**src/rtl/msid_pkg.sv**
```systemverilog
// msid_pkg: constants, types and checksum helper for the
// identification-report responder.
// assumes: one 125 MHz clock domain shared by every user of the package.
package msid_pkg;

  // frame contents
  localparam logic [7:0]  FN_REPORT_ID = 8'h11;
  localparam logic [7:0]  BYTE_COUNT   = 8'h08;
  localparam logic [7:0]  DEV_STATE    = 8'hFF;
  localparam logic [7:0]  OC_TWO       = 8'h01;
  localparam logic [7:0]  VAR_4V       = 8'h00;
  localparam logic [7:0]  VAR_4I       = 8'h01;
  localparam logic [7:0]  VAR_2V2I     = 8'h02;
  localparam logic [7:0]  VAR_4T       = 8'h03;
  localparam logic [7:0]  MODE_RTU_8N2 = 8'h02;
  localparam logic [7:0]  ADDR_BCAST   = 8'h00;
  localparam logic [7:0]  ADDR_MIN     = 8'h01;
  localparam logic [7:0]  ADDR_MAX     = 8'hF7;
  localparam logic [7:0]  BYTE_ZERO    = 8'h00;

  // frame lengths and counters
  localparam logic [3:0]  REQ_HDR_LEN   = 4'h2;
  localparam logic [3:0]  CKS_LEN_RTU   = 4'h2;
  localparam logic [3:0]  CKS_LEN_ASCII = 4'h1;
  localparam int          PAY_LEN       = 11;
  localparam logic [3:0]  PAY_LAST      = 4'hA;
  localparam logic [3:0]  CNT_ZERO      = 4'h0;
  localparam logic [3:0]  CNT_ONE       = 4'h1;
  localparam logic [3:0]  CNT_SAT       = 4'hF;

  // checksum
  localparam logic [15:0] CRC_INIT = 16'hFFFF;
  localparam logic [15:0] CRC_POLY = 16'hA001;
  localparam logic [15:0] CRC_GOOD = 16'h0000;

  // holding-register map
  localparam logic [15:0] MAP_RO16_LO = 16'h1B58;
  localparam logic [15:0] MAP_RW16_LO = 16'h1C20;
  localparam logic [15:0] MAP_RW16_HI = 16'h1CE8;
  localparam logic [15:0] MAP_RO32_LO = 16'h1D4C;
  localparam logic [15:0] MAP_RW32_LO = 16'h1DB0;
  localparam logic [15:0] MAP_RW32_HI = 16'h1E14;
  localparam int          IDX_W       = 7;

  // timing
  localparam int CLK_HZ   = 125_000_000;
  localparam int RESP_MS  = 300;
  localparam int RESP_CYC = RESP_MS * (CLK_HZ / 1000);

  typedef enum logic [1:0] {
    ST_IDLE = 2'b00,
    ST_SEND = 2'b01,
    ST_CKS  = 2'b10
  } msid_state_t;

  function automatic logic [15:0] msid_crc_step(input logic [15:0] c,
                                                input logic [7:0]  b);
    logic [15:0] r;
    r = c ^ {BYTE_ZERO, b};
    for (int i = 0; i < 8; i++) begin
      r = r[0] ? ((r >> 1) ^ CRC_POLY) : (r >> 1);
    end
    return r;
  endfunction : msid_crc_step

endpackage : msid_pkg
```
**src/rtl/msid_buf.sv**
```systemverilog
// msid_buf: shift-register buffer, head entry is the output flop.
// assumes: fill and drain on the same clock; DEPTH of at least two.
`timescale 1ns/1ns
module msid_buf #(
  parameter int W     = 8,
  parameter int DEPTH = 2
) (
  // clock and reset
  input  wire logic         clk,
  input  wire logic         nrst,
  // fill side
  input  wire logic [W-1:0] in_data,
  input  wire logic         in_valid,
  output logic              in_ready,
  // drain side
  output logic [W-1:0]      out_data,
  output logic              out_valid,
  input  wire logic         out_ready
);

  logic [W-1:0]     mem [DEPTH];
  logic [DEPTH-1:0] occ;
  logic [DEPTH+1:0] occ_x;
  logic             push;
  logic             pop;

  // occ_x[i+1] is entry i; ends padded so every entry sees a neighbour
  assign occ_x     = {1'b0, occ, 1'b1};
  assign push      = in_valid & in_ready;
  assign pop       = out_valid & out_ready;
  assign in_ready  = ~occ[DEPTH-1];
  assign out_valid = occ[0];
  assign out_data  = mem[0];

  generate
    for (genvar i = 0; i < DEPTH; i++) begin : g_ent
      logic [W-1:0] up;
      logic [W-1:0] data_r;
      logic         occ_r;
      logic         next_occ;
      logic [W-1:0] next_data;
      if (i == DEPTH - 1) begin : g_top
        assign up = in_data;
      end else begin : g_mid
        assign up = mem[i+1];
      end
      assign next_occ  = pop ? (occ_x[i+2] | (push & occ_x[i+1]))
                             : (occ_x[i+1] | (push & occ_x[i]));
      assign next_data = pop ? (occ_x[i+2] ? up : in_data)
                             : (occ_x[i+1] ? data_r : in_data);
      always_ff @(posedge clk) begin
        if (!nrst) begin
          occ_r  <= 1'b0;
          data_r <= '0;
        end else begin
          occ_r  <= next_occ;
          data_r <= next_data;
        end
      end
      assign occ[i] = occ_r;
      assign mem[i] = data_r;
    end
  endgenerate

endmodule : msid_buf

```
**src/rtl/msid_id_report.sv**
```systemverilog
// msid_id_report: identification-report responder and holding-register
// range decoder of a serial slave.
// assumes: a line layer delivers request bytes with a last-byte marker
// and sends reply bytes (ascii hex coding is done there).
//
// Overview of operation
// - a request of address, function 0x11 and checksum is answered.
// - the reply is address, 0x11, 0x08, id, 0xFF, six field bytes, cks.
// - the reply address byte is the configured station address.
// - field byte one reports the open-collector fitting, 0x01 for two.
// - field byte two codes the input variant 0x00 to 0x03.
// - field bytes three to six are the firmware float, msb first.
// - the checksum is two bytes in rtu framing and one in ascii.
// - framing code 0x02 selects rtu with eight bits and two stops.
// - 7000 to 7199 are read-only pairs mirroring the 7500 words.
// - 7200 to 7399 are writable pairs mirroring the 7600 words.
// - 7500 to 7599 are read-only whole floats that refuse writes.
// - 7600 to 7699 are whole floats open to reads and writes.
// - station addresses 1 to 247 are valid and 0 is a broadcast.
// - reply bytes not queued within 300 ms of the request are dropped.
`timescale 1ns/1ns
module msid_id_report
  import msid_pkg::*;
#(
  parameter logic [7:0]  DEV_ID      = 8'h5A,  // arbitrary value
  parameter logic [7:0]  OC_FIT      = OC_TWO,
  parameter logic [31:0] FW_VERSION  = 32'h3F80_0000,
  parameter int          RESP_CYCLES = RESP_CYC
) (
  // clock and reset
  input  wire logic        clk,
  input  wire logic        nrst,
  // request bytes from the line layer
  input  wire logic [7:0]  rx_data,
  input  wire logic        rx_valid,
  input  wire logic        rx_last,
  // reply bytes to the line layer
  output logic [7:0]       tx_data,
  output logic             tx_valid,
  input  wire logic        tx_ready,
  // configuration
  input  wire logic [7:0]  station_addr,
  input  wire logic [7:0]  mode_code,
  input  wire logic        ascii_mode,
  input  wire logic [1:0]  variant_pin,
  // register map lookup
  input  wire logic [15:0] map_addr,
  input  wire logic        map_wr,
  output logic             map_hit,
  output logic             map_wr_ok,
  output logic             map_wide,
  output logic             map_rw_bank,
  output logic             map_word,
  output logic [IDX_W-1:0] map_index,
  // status
  output logic             stop_two,
  output logic             bcast_seen,
  output logic             resp_late
);

  localparam int TW = $clog2(RESP_CYCLES + 1);

  msid_state_t st;
  logic [3:0]  rx_cnt;
  logic [3:0]  idx;
  logic [7:0]  rx_addr;
  logic [7:0]  rx_fn;
  logic [7:0]  rx_sum;
  logic [7:0]  tx_sum;
  logic [15:0] rx_crc;
  logic [15:0] tx_crc;
  logic [TW-1:0] timer;
  logic [1:0]  var_s1;
  logic [1:0]  var_s2;
  logic        use_ascii;
  logic        buf_ready;
  logic [7:0]  pay [PAY_LEN];

  // variant straps come from pins
  always_ff @(posedge clk) begin
    if (!nrst) begin
      var_s1 <= 2'h0;
      var_s2 <= 2'h0;
    end else begin
      var_s1 <= variant_pin;
      var_s2 <= var_s1;
    end
  end

  // reply payload
  assign pay[0]  = station_addr;
  assign pay[1]  = FN_REPORT_ID;
  assign pay[2]  = BYTE_COUNT;
  assign pay[3]  = DEV_ID;
  assign pay[4]  = DEV_STATE;
  assign pay[5]  = OC_FIT;
  assign pay[6]  = {6'h00, var_s2};
  assign pay[7]  = FW_VERSION[31:24];
  assign pay[8]  = FW_VERSION[23:16];
  assign pay[9]  = FW_VERSION[15:8];
  assign pay[10] = FW_VERSION[7:0];

  // request side; bytes arriving while a reply is out are dropped
  wire        rx_take   = rx_valid & (st == ST_IDLE);
  wire        frame_end = rx_take & rx_last;
  wire [3:0]  rx_cnt_n  = (rx_cnt == CNT_SAT) ? rx_cnt : rx_cnt + CNT_ONE;
  wire [15:0] rx_crc_n  = msid_crc_step(rx_crc, rx_data);
  wire [7:0]  rx_sum_n  = rx_sum + rx_data;
  wire [7:0]  rx_addr_n = (rx_cnt == CNT_ZERO) ? rx_data : rx_addr;
  wire [7:0]  rx_fn_n   = (rx_cnt == CNT_ONE) ? rx_data : rx_fn;
  wire [3:0]  req_len   = REQ_HDR_LEN
                        + (ascii_mode ? CKS_LEN_ASCII : CKS_LEN_RTU);
  wire        cks_ok    = ascii_mode ? (rx_sum_n == BYTE_ZERO)
                                     : (rx_crc_n == CRC_GOOD);
  wire        stn_ok    = (station_addr >= ADDR_MIN)
                        & (station_addr <= ADDR_MAX);
  wire        frame_ok  = frame_end & cks_ok & (rx_cnt_n == req_len);
  wire        req_ok    = frame_ok & stn_ok & (rx_addr_n == station_addr)
                        & (rx_fn_n == FN_REPORT_ID);
  wire        req_bcast = frame_ok & (rx_addr_n == ADDR_BCAST);

  always_ff @(posedge clk) begin
    if (!nrst || frame_end) begin
      rx_cnt  <= CNT_ZERO;
      rx_addr <= BYTE_ZERO;
      rx_fn   <= BYTE_ZERO;
      rx_crc  <= CRC_INIT;
      rx_sum  <= BYTE_ZERO;
    end else if (rx_take) begin
      rx_cnt  <= rx_cnt_n;
      rx_addr <= rx_addr_n;
      rx_fn   <= rx_fn_n;
      rx_crc  <= rx_crc_n;
      rx_sum  <= rx_sum_n;
    end
  end

  // reply side
  wire        sending   = st != ST_IDLE;
  wire        late      = sending & (timer == TW'(RESP_CYCLES - 1));
  wire        push      = sending & buf_ready & ~late;
  wire        last_pay  = idx == PAY_LAST;
  wire        last_cks  = use_ascii | (idx == CKS_LEN_RTU - CNT_ONE);
  wire [7:0]  lrc_byte  = BYTE_ZERO - tx_sum;
  wire [7:0]  cks_byte  = use_ascii ? lrc_byte
                        : (idx == CNT_ZERO) ? tx_crc[7:0]
                                            : tx_crc[15:8];
  wire [7:0]  push_data = (st == ST_CKS) ? cks_byte : pay[idx];

  always_ff @(posedge clk) begin
    if (!nrst) begin
      st        <= ST_IDLE;
      idx       <= CNT_ZERO;
      tx_crc    <= CRC_INIT;
      tx_sum    <= BYTE_ZERO;
      timer     <= '0;
      use_ascii <= 1'b0;
    end else begin
      unique case (st)
        ST_IDLE: begin
          idx       <= CNT_ZERO;
          tx_crc    <= CRC_INIT;
          tx_sum    <= BYTE_ZERO;
          timer     <= '0;
          use_ascii <= ascii_mode;
          // broadcast requests never reach here as req_ok
          if (req_ok) st <= ST_SEND;
        end
        ST_SEND: begin
          timer <= timer + 1'b1;
          if (late) begin
            st <= ST_IDLE;
          end else if (push) begin
            tx_crc <= msid_crc_step(tx_crc, push_data);
            tx_sum <= tx_sum + push_data;
            idx    <= last_pay ? CNT_ZERO : idx + CNT_ONE;
            if (last_pay) st <= ST_CKS;
          end
        end
        ST_CKS: begin
          timer <= timer + 1'b1;
          if (late) begin
            st <= ST_IDLE;
          end else if (push) begin
            idx <= idx + CNT_ONE;
            if (last_cks) st <= ST_IDLE;
          end
        end
        default: st <= ST_IDLE;
      endcase
    end
  end

  // two entries let the line layer stall without losing a byte
  msid_buf #(.W(8), .DEPTH(2)) u_buf (
    .clk       (clk),
    .nrst      (nrst),
    .in_data   (push_data),
    .in_valid  (push),
    .in_ready  (buf_ready),
    .out_data  (tx_data),
    .out_valid (tx_valid),
    .out_ready (tx_ready)
  );

  // register map decode
  wire        in_ro16 = (map_addr >= MAP_RO16_LO) & (map_addr < MAP_RW16_LO);
  wire        in_rw16 = (map_addr >= MAP_RW16_LO) & (map_addr < MAP_RW16_HI);
  wire        in_ro32 = (map_addr >= MAP_RO32_LO) & (map_addr < MAP_RW32_LO);
  wire        in_rw32 = (map_addr >= MAP_RW32_LO) & (map_addr < MAP_RW32_HI);
  wire        hit     = in_ro16 | in_rw16 | in_ro32 | in_rw32;
  wire        half    = in_ro16 | in_rw16;
  wire        rw      = in_rw16 | in_rw32;
  wire [15:0] off     = in_ro16 ? map_addr - MAP_RO16_LO
                      : in_rw16 ? map_addr - MAP_RW16_LO
                      : in_ro32 ? map_addr - MAP_RO32_LO
                                : map_addr - MAP_RW32_LO;
  // a pair and its whole word share one index, so both views hit one store
  wire [IDX_W-1:0] idx_n = half ? off[IDX_W:1] : off[IDX_W-1:0];

  always_ff @(posedge clk) begin
    if (!nrst) begin
      map_hit     <= 1'b0;
      map_wr_ok   <= 1'b0;
      map_wide    <= 1'b0;
      map_rw_bank <= 1'b0;
      map_word    <= 1'b0;
      map_index   <= '0;
      stop_two    <= 1'b0;
      bcast_seen  <= 1'b0;
      resp_late   <= 1'b0;
    end else begin
      map_hit     <= hit;
      map_wr_ok   <= map_wr & hit & rw;
      map_wide    <= hit & ~half;
      map_rw_bank <= hit & rw;
      map_word    <= half & off[0];
      map_index   <= idx_n;
      stop_two    <= mode_code == MODE_RTU_8N2;
      bcast_seen  <= req_bcast;
      resp_late   <= late;
    end
  end
endmodule : msid_id_report

```
**config.mk**
```make
export PLATFORM = sky130hd
export DESIGN_NAME = msid_id_report
export DESIGN_NICKNAME = d
export VERILOG_FILES = /design/src/rtl/msid_pkg.sv /design/src/rtl/msid_buf.sv /design/src/rtl/msid_id_report.sv
export SDC_FILE = /design/constraint.sdc
export NUM_CORES = 1
export LEC_CHECK = 0
export BUFFER_PORTS_ARGS = -buffer_cell sky130_fd_sc_hd__buf_2
export CORE_MARGIN = 3
export CORE_UTILIZATION = 61
export CTS_BUF_LIST = sky130_fd_sc_hd__clkbuf_4 sky130_fd_sc_hd__clkbuf_8
export DETAILED_ROUTE_END_ITERATION = 6
export PLACE_DENSITY = 0.82
export SETUP_SLACK_MARGIN = 0.05
export SLEW_MARGIN = 20
export SYNTH_ARGS = -nofsm -noshare
export SYNTH_HDL_FRONTEND = slang
export SYNTH_SLANG_ARGS = --single-unit
export TNS_END_PERCENT = 1
```
**constraint.sdc**
```tcl
create_clock -name clk -period 3.9 [get_ports clk]
set_input_delay 0.195 -clock clk [delete_from_list [all_inputs] [get_ports clk]]
set_output_delay 0.195 -clock clk [all_outputs]
set_load 0.005 [all_outputs]
```
==> results of run 1 <==
==> worst max-delay path, stage by stage (launching register included) <==
cell	delay [ps]
dfxtp_2	380
inv_1	130
ha_1	230
or3b_4	440
nor3b_1	180
o32ai_4	300
ha_1	270
a21o_1	180
a21oi_1	230
o21bai_1	100
a21oi_1	230
o21bai_1	100
a21oi_1	200
xnor2_1	110
a21oi_1	170
nor2b_1	60
o21a_1	170
==> cells in the final DEF (no fill, tap or decap), types with 7 or more instances in the layout <==
master,n
dfxtp_1,137
nand2_1,135
nor2_1,87
a21oi_1,85
buf_2,72
xnor2_1,53
ha_1,43
xor2_1,38
nand3_1,31
inv_1,30
o21ai_0,28
o22ai_1,23
mux2i_1,19
clkbuf_8,19
nor3_1,18
buf_4,14
a211oi_1,12
and3_1,12
and2_1,11
o211ai_1,11
or3_1,10
o221ai_1,10
nor4_1,10
nor2b_1,9
nand4_1,9
nand2b_1,7
==> routing by layer <==
layer	GRT usage, %	up-vias
met3	5.93	37
met5	0	-
met4	10.8	0
met1	36.7	3253
li1	-	3445
met2	40.9	269
==> kinds of logic (layout without fill, tap and decap cells) <==
| family | after synthesis | count (layout) | share of synthesized area, % |
|---|---|---|---|
| AO/OA/AOI/OAI | 212 | 212 | 17.2 |
| flip-flops | 138 | 138 | 35.6 |
| buffers and inverters | 76 | 154 | 4.03 |
| AND/OR/NAND/NOR | 364 | 364 | 22.0 |
| multiplexers | 20 | 20 | 2.64 |
| XOR/XNOR | 94 | 94 | 11.1 |
| adder cells (fa/ha/maj) | 45 | 45 | 7.45 |
==> through the flow <==
stage,cell area (sq um),setup slack [ps],util [%]
global placement,8230,411,67.4
finish,8720,327,71.4
global route,8720,116,71.4
floorplan,7760,345,-
CTS,8700,250,71.2
detailed placement,8230,260,67.4
==> repair_timing <==
item / 4_1_cts / 5_1_grt
endpoints found under the setup margin: 0 / 2
setup buffers: 0 / 1
gates resized for setup: 0 / 2
hold buffers: 5 / 0
hold endpoints to repair: 4 / 0
==> worst min path at each step <==
stage / cells past startpoint / end / from
5_1_grt: 2 / map_word$_SDFF_PN0_ / map_addr[0]
3_3_place_gp: 2 / stop_two$_SDFF_PN0_ / mode_code[6]
3_5_place_dp: 2 / stop_two$_SDFF_PN0_ / mode_code[6]
6_report: 3 / map_index[1]$_SDFF_PN0_ / map_addr[1]
4_1_cts: 3 / map_index[1]$_SDFF_PN0_ / map_addr[1]
2_1_floorplan: 1 / stop_two$_SDFF_PN0_ / mode_code[6]
==> report_power, final <==
part,leakage (nW),internal [W],switching (W)
registers,1.13,0.00146,0.0000334
clock network,0.212,0.000669,0.000552
logic,2.15,0.000221,0.000307
==> state kept, by name, indices dropped and copies added (netlist names), 2 cells and up <==
signal          cells
var_s2              2
u_buf.out_data      8
tx_sum              8
rx_fn               8
tx_crc             16
idx                 4
rx_sum              8
map_index           7
timer              26
rx_crc             16
var_s1              2
rx_addr             8
u_buf.g_ent.up      8
rx_cnt              4
st                  2
==> area by class of cell <==
cell class	instances	area, sq um
inverters	31	116
repair buffers	91	515
clock buffers	20	269
multi-input cells	735	4690
fillers	996	3500
flip-flops and latches	138	2760
clock inverters	12	148
well taps	168	210
==> Yosys cell counts (19+ instances only) <==
master	instances	area share (%)
dfxtp_1	138	36
nand2_1	136	6.6
nor2_1	87	4.2
a21oi_1	85	5.5
xnor2_1	53	6.0
ha_1	43	6.9
clkbuf_1	38	1.8
xor2_1	38	4.3
nand3_1	31	2.0
inv_1	30	1.5
o21ai_0	28	1.8
o22ai_1	23	1.9
mux2i_1	19	2.5
==> summary by stage, run 1 <==
Layout
In the final layout, the share of cells above drive strength 1 is 13.1%. The repair_antennas step left the layout with diodes totalling 0. The finished layout holds 1195 standard cells, fillers aside.

The area growth from synthesis to layout is 12.3%. The net count of the finished layout is 1108.

Routing
For this block, wires on met1 add up to 8510 um. The antenna violation net count after detailed routing is 0. The violation count after the first detailed-route iteration is 604. After detailed routing, the number of vias per cell comes to 5.86. The first TritonRoute pass finished after 5 iterations. After detailed routing, the average wire length per cell comes to 15.6 um. The met3 wire length is 1400 um. The routed wire length is 18700 um.

The highest layer touched by signal routing is met4. The final route contains 7004 vias. In the routed design, unresolved DRC markers number 0. The wire length on met2 is 8420 um.

Job
The number of max-cap violations is 0.

Placed design
The global placer's final weighted congestion is 0.917. The total instance count after detailed placement is 1157. The count of buffers added on input and output ports is 72. The detailed placement HPWL is 13000 um.

Yosys
The Yosys step of the flow raised 0 warnings. Synthesis produced a netlist with a net count of 1043. Sequential cells were found to cover 35.6% of the synthesized design area. The synthesized flop and latch total is 138. The number of instances in the synthesized netlist is 949.

After synthesis the cells add up to 0.00776 sq mm. The most used flip-flop cell after synthesis is dfxtp_1. The synthesized design contains 0 enable-type register cells.

The post-synthesis average cell area is 8.18 sq um. The share of synthesized flip-flops with an asynchronous set or reset is 0%. The count of unique library cells instantiated by Yosys is 66.

STA
Timing would allow up to 280 MHz. For the pin with the worst max-slew slack, the measured transition is 968 ps. Between clock sinks in the finished design, the worst skew comes to 10.7 ps. The number of setup violations in the final report is 0. The part of the cycle the worst path needs is 91.6%. The relative max-transition margin is 35.3%.

The clock period minus final worst setup slack is 3570 ps. The hold violation count in the final report is 0. The total negative slack for setup checks is 0 ps. The smallest hold slack is 36.1 ps. Setup repair after global routing left no endpoint under its margin. The number of max-slew violations in the final report came to 0.

Floorplanning
The die boundary width is 119 um. The core region is 0.0122 sq mm. The standard-cell row count is 40. Pin placement for this block handled 73 I/O pins. The die covers 0.0141 sq mm.

The height of the chip is 119 um. The initial standard-cell utilization of the core is 63.5%.

Clock tree
The tree is rooted in a clkbuf_8. The H-tree level count is 4. The clock-pin slew on the worst setup and hold paths is 80 ps. TritonCTS built the clock tree. No sink is reached through more buffers than the 2 on the longest clock path.

For the worst-skew pair, the clock arrives at the later sink with an insertion delay of 450 ps. The total clock sinks is 138. In this run, CTS created clock tree buffers numbering 17.

Worst setup path
The data required time at the worst endpoint is 4250 ps. The critical register-to-register path endpoint is tx_sum[7]$_SDFFE_PN0P_. The critical path is of the register to register type. The category of the worst setup path capture point is a register.

The worst reg-to-reg path cell count is 16. The capturing element of the worst setup path is tx_sum[7]$_SDFFE_PN0P_. The origin of the worst setup path is idx[0]$_SDFFE_PN0P_. Along the worst path, the maximum fanout reaches 10.

The critical path data arrival time is 3920 ps. The startpoint of the lowest-slack register-to-register path is idx[0]$_SDFFE_PN0P_. The flop-to-flop setup slack is 330 ps. The startpoint type of the worst setup path is a register.

Global route
Global routing used 26.8% of the available tracks. The global route total overflow is 0. The initial antenna violation count is 0. The first global-routing pass estimated 31200 um of wire. The number of global-route vias before repair is 6550. The largest net degree at the start of global routing is 44.

Worst hold path
The worst hold path belongs to the class primary input to register.

Run status
The run finished with clean final reports.

Power
The worst-case vdd ir drop is 0.000243 V. The standby leakage power is 3.48 nW. The power density relative to cell area is 372 mW/mm^2. The total power after layout is 0.00324 W.
No activity file was read; power rests on OpenSTA's default activity.
==> run 2: changes to the inputs <==
--- a/config.mk
+++ b/config.mk
@@ -5,12 +5,12 @@
 export SDC_FILE = /design/constraint.sdc
 export NUM_CORES = 1
 export LEC_CHECK = 0
-export BUFFER_PORTS_ARGS = -buffer_cell sky130_fd_sc_hd__buf_2
 export CORE_MARGIN = 3
 export CORE_UTILIZATION = 61
 export CTS_BUF_LIST = sky130_fd_sc_hd__clkbuf_4 sky130_fd_sc_hd__clkbuf_8
 export DETAILED_ROUTE_END_ITERATION = 6
-export PLACE_DENSITY = 0.82
+export DONT_BUFFER_PORTS = 1
+export PLACE_DENSITY = 0.77
 export SETUP_SLACK_MARGIN = 0.05
 export SLEW_MARGIN = 20
 export SYNTH_ARGS = -nofsm -noshare
==> run 2 against run 1 <==
Effect of this change:
- the run now ends with DRC left
- sequential power barely moved
- critical path depth fell by 4
- die area unchanged
- sequential cell count is the same
- final area is 2.4% lower
- global-route usage rose by 0.87 points
- maximum frequency decreased by 2.9%
- via count is 2.6% lower
- worst setup slack worse by 110 ps
- non-clock buffer count shrank 59
- first-iteration DRC count fell by 14%
==> summary by stage, run 2 (synthesis results as in run 1) <==
Run status
The run finished, with violations left. The final reports fail on DRC.

Routing
Once detail routing completed, the nets flagged for antenna violations numbered 0. The violation count after the first detailed-route iteration is 520. The routed wire length is 19500 um.

The first-pass detailed-route iteration total is 7. The average wire per cell in the routed design is 17.2 um. The routed via count is 6820. The average via count per standard cell is 6.00.

After detailed routing, the number of remaining DRC violations is 3.

Worst setup path
In this design, the largest share of critical-path delay is due to XOR/XNOR gates. The critical path data arrival time is 4020 ps. The count of buffering cells on the critical path with inverters included is 1.

STA classifies the critical path endpoint as a register. The data required time at the worst endpoint is 4240 ps. The maximum fanout count along the critical path is 10. The startpoint-to-endpoint class of the critical path is register to register.

The cell occurring most often along the worst timing path is xor2_1. The startpoint type of the worst setup path is a register. The signal on the critical path passes through inv_1 > ha_1 > or3b_4 > mux2i_1 > o221ai_1 > xor2_1 > xor2_1 > xor3_2 > xnor3_1 > xor2_1 > and3_1 > o21ai_2.

The slowest stage of the critical path is the or3b_4 cell. On the worst path, the slowest cell contributes a delay of 480 ps.

Global route
Entering global routing, the biggest net connects 39 pins. The initial antenna violation count is 0. The first global-routing pass estimated 31900 um of wire. For this run, the total global-route usage over all layers was measured as 27.7%. After global routing the overflow that remains totals 0. The number of global-route vias before repair is 6631.

Layout
The relative area change from synthesis to final layout is 9.67%. The top register by number of flip-flops is timer. Summing all multi-input logic gate instances after layout gives 0.00471 sq mm.

At the end of the flow, the number of nets in the layout was 1049. Leaving out fill and tap cells, the most frequent cells in the layout are dfxtp_1, nand2_1, nor2_1. The commonest non-fill, non-tap cell in the layout is dfxtp_1. The largest registers in the layout are timer x26, rx_crc x16, tx_crc x16. The total area of sequential cells is 0.00276 sq mm. Summing all non-filler instances in the final layout gives an area of 0.00851 sq mm.

The number of inserted filler cells in the final layout is 1031. The number of antenna diodes in the final layout is 0. Cells with a size suffix above 1 make up 6.20% of the layout.

The flip-flop count of the largest register after layout is 26.

Job
The tool flagged a number of max-cap violations equal to 0.

STA
The hold violation count in the final report is 0. The clock period minus final worst setup slack is 3680 ps. Setup repair after global routing left no endpoint under its margin. The transition time at the pin with the least slew margin is 1050 ps. The worst setup skew after layout is 9.11 ps. The worst path setup slack after routing is 221 ps.

The worst pin sits at a relative slew slack of 30.0%. Setup violations remaining at the end of the flow were counted as 0. For the final routed database, the setup TNS stands at 0 ps. The worst path uses 94.3% of the clock period. The number of max-slew violations in the final report is 0. Derived from the worst setup path, the maximum achievable clock frequency is 272 MHz.

Placed design
The global placer's final weighted congestion is 0.885. Summed over all nets, the half-perimeter wirelength after detailed placement is 13300 um. The number of buffers added on ports is 0.

Once placement finished, the instance area stood at 0.00783 sq mm. The placement-stage worst setup slack is 254 ps.

Clock tree
The number of buffers created by CTS is 17. The tree built by TritonCTS fans out to 138 sinks. The H-tree was split into 4 levels. TritonCTS built the clock tree.

The maximum root-to-sink buffer count is 2. Post-CTS timing repair inserted 0 buffers for setup. The later-pin clock latency in the skew report is 450 ps. Clock-pin slew was measured on the worst setup and hold paths at 70 ps. The tree is rooted in a clkbuf_8.

Worst hold path
The worst hold path belongs to the class primary input to register.

Power
In this run the static leakage power is 3.22 nW. The worst-case vdd ir drop is 0.000295 V. The power density relative to cell area is 374 mW/mm^2.

Floorplanning
The die covers 0.0141 sq mm. The floorplan step set the die width to 119 um. The initial standard-cell utilization of the core is 63.5%. Row generation in the floorplan step produced 40 rows. The core region is 0.0122 sq mm. From bottom edge to top edge, the die measures 119 um. Pin placement for this block handled 73 I/O pins.
## run 2: cell count changes in the layout (fill, tap and decap cells not counted), moves of 2 or more
cell,previous run,this run
clkbuf_4,1,3
buf_4,14,8
buf_2,72,0
dlygate4sd3_1,5,23
clkinvlp_4,2,4
clkinv_2,5,2
## run 2: report_power, final
group          internal (W)  total (W)  switching, W
Clock              0.000623    0.00119      0.000569
Combinational      0.000215   0.000490      0.000275
Sequential          0.00146    0.00150     0.0000370
Total               0.00230    0.00318      0.000881
## run 2: cell type report
type                    instances  share of cell area [%]
multi-input cells             735                    55.3
flip-flops and latches        138                    32.5
repair buffers                 32                    3.65
clock buffers                  22                    3.34
well taps                     168                    2.47
clock inverters                10                    1.38
inverters                      31                    1.37
## run 2: per-stage QoR
stage / std cells / hold slack [ps] / power (W) / utilization [%]
global placement: 1080 / 277 / 0.00195 / 64.1
detailed placement: 1080 / 268 / 0.00197 / 64.1
finish: 1136 / 36.8 / 0.00318 / 69.7
CTS: 1136 / 14.2 / 0.00319 / 69.5
floorplan: 949 / 270 / 0.00190 / -
global route: 1136 / 38.2 / 0.00330 / 69.7
## run 2: routing by layer
| metal | part of all wire [%] | GRT usage [%] | vias up | wire length (um) |
|---|---|---|---|---|
| met4 | 2.1 | 10.9 | 0 | 406 |
| met3 | 6.9 | 7.13 | 42 | 1340 |
| li1 | - | - | 3325 | - |
| met2 | 47 | 44.4 | 233 | 9170 |
| met1 | 44 | 35.5 | 3220 | 8590 |
| met5 | 0 | 0 | - | 0 |
## run 2: timing repair
item / in CTS / in global routing
setup endpoints to repair: 0 / 1
resized for setup: 0 / 4
hold buffers: 24 / 0
endpoints found under the hold margin: 60 / 0
## run 2: final timing paths
path	startpoint	end	slack, ps	cells after the start
hold reg to reg	var_s1[0]$_SDFF_PN0_	var_s2[0]$_SDFF_PN0_	450	1
hold / removal	nrst	idx[0]$_SDFFE_PN0P_	40	2
setup reg to reg	idx[0]$_SDFFE_PN0P_	tx_crc[0]$_SDFFE_PN1P_	220	12
setup / recovery	idx[0]$_SDFFE_PN0P_	tx_crc[0]$_SDFFE_PN1P_	220	12
## run 2: worst reg2reg max path, stage by stage (launching register included)
cell and delay, ps:
dfxtp_1 400, inv_1 150, ha_1 220, or3b_4 480, mux2i_1 160, o221ai_1 450, xor2_1 340, xor2_1 280
xor3_2 420, xnor3_1 280, xor2_1 150, and3_1 180, o21ai_2 50
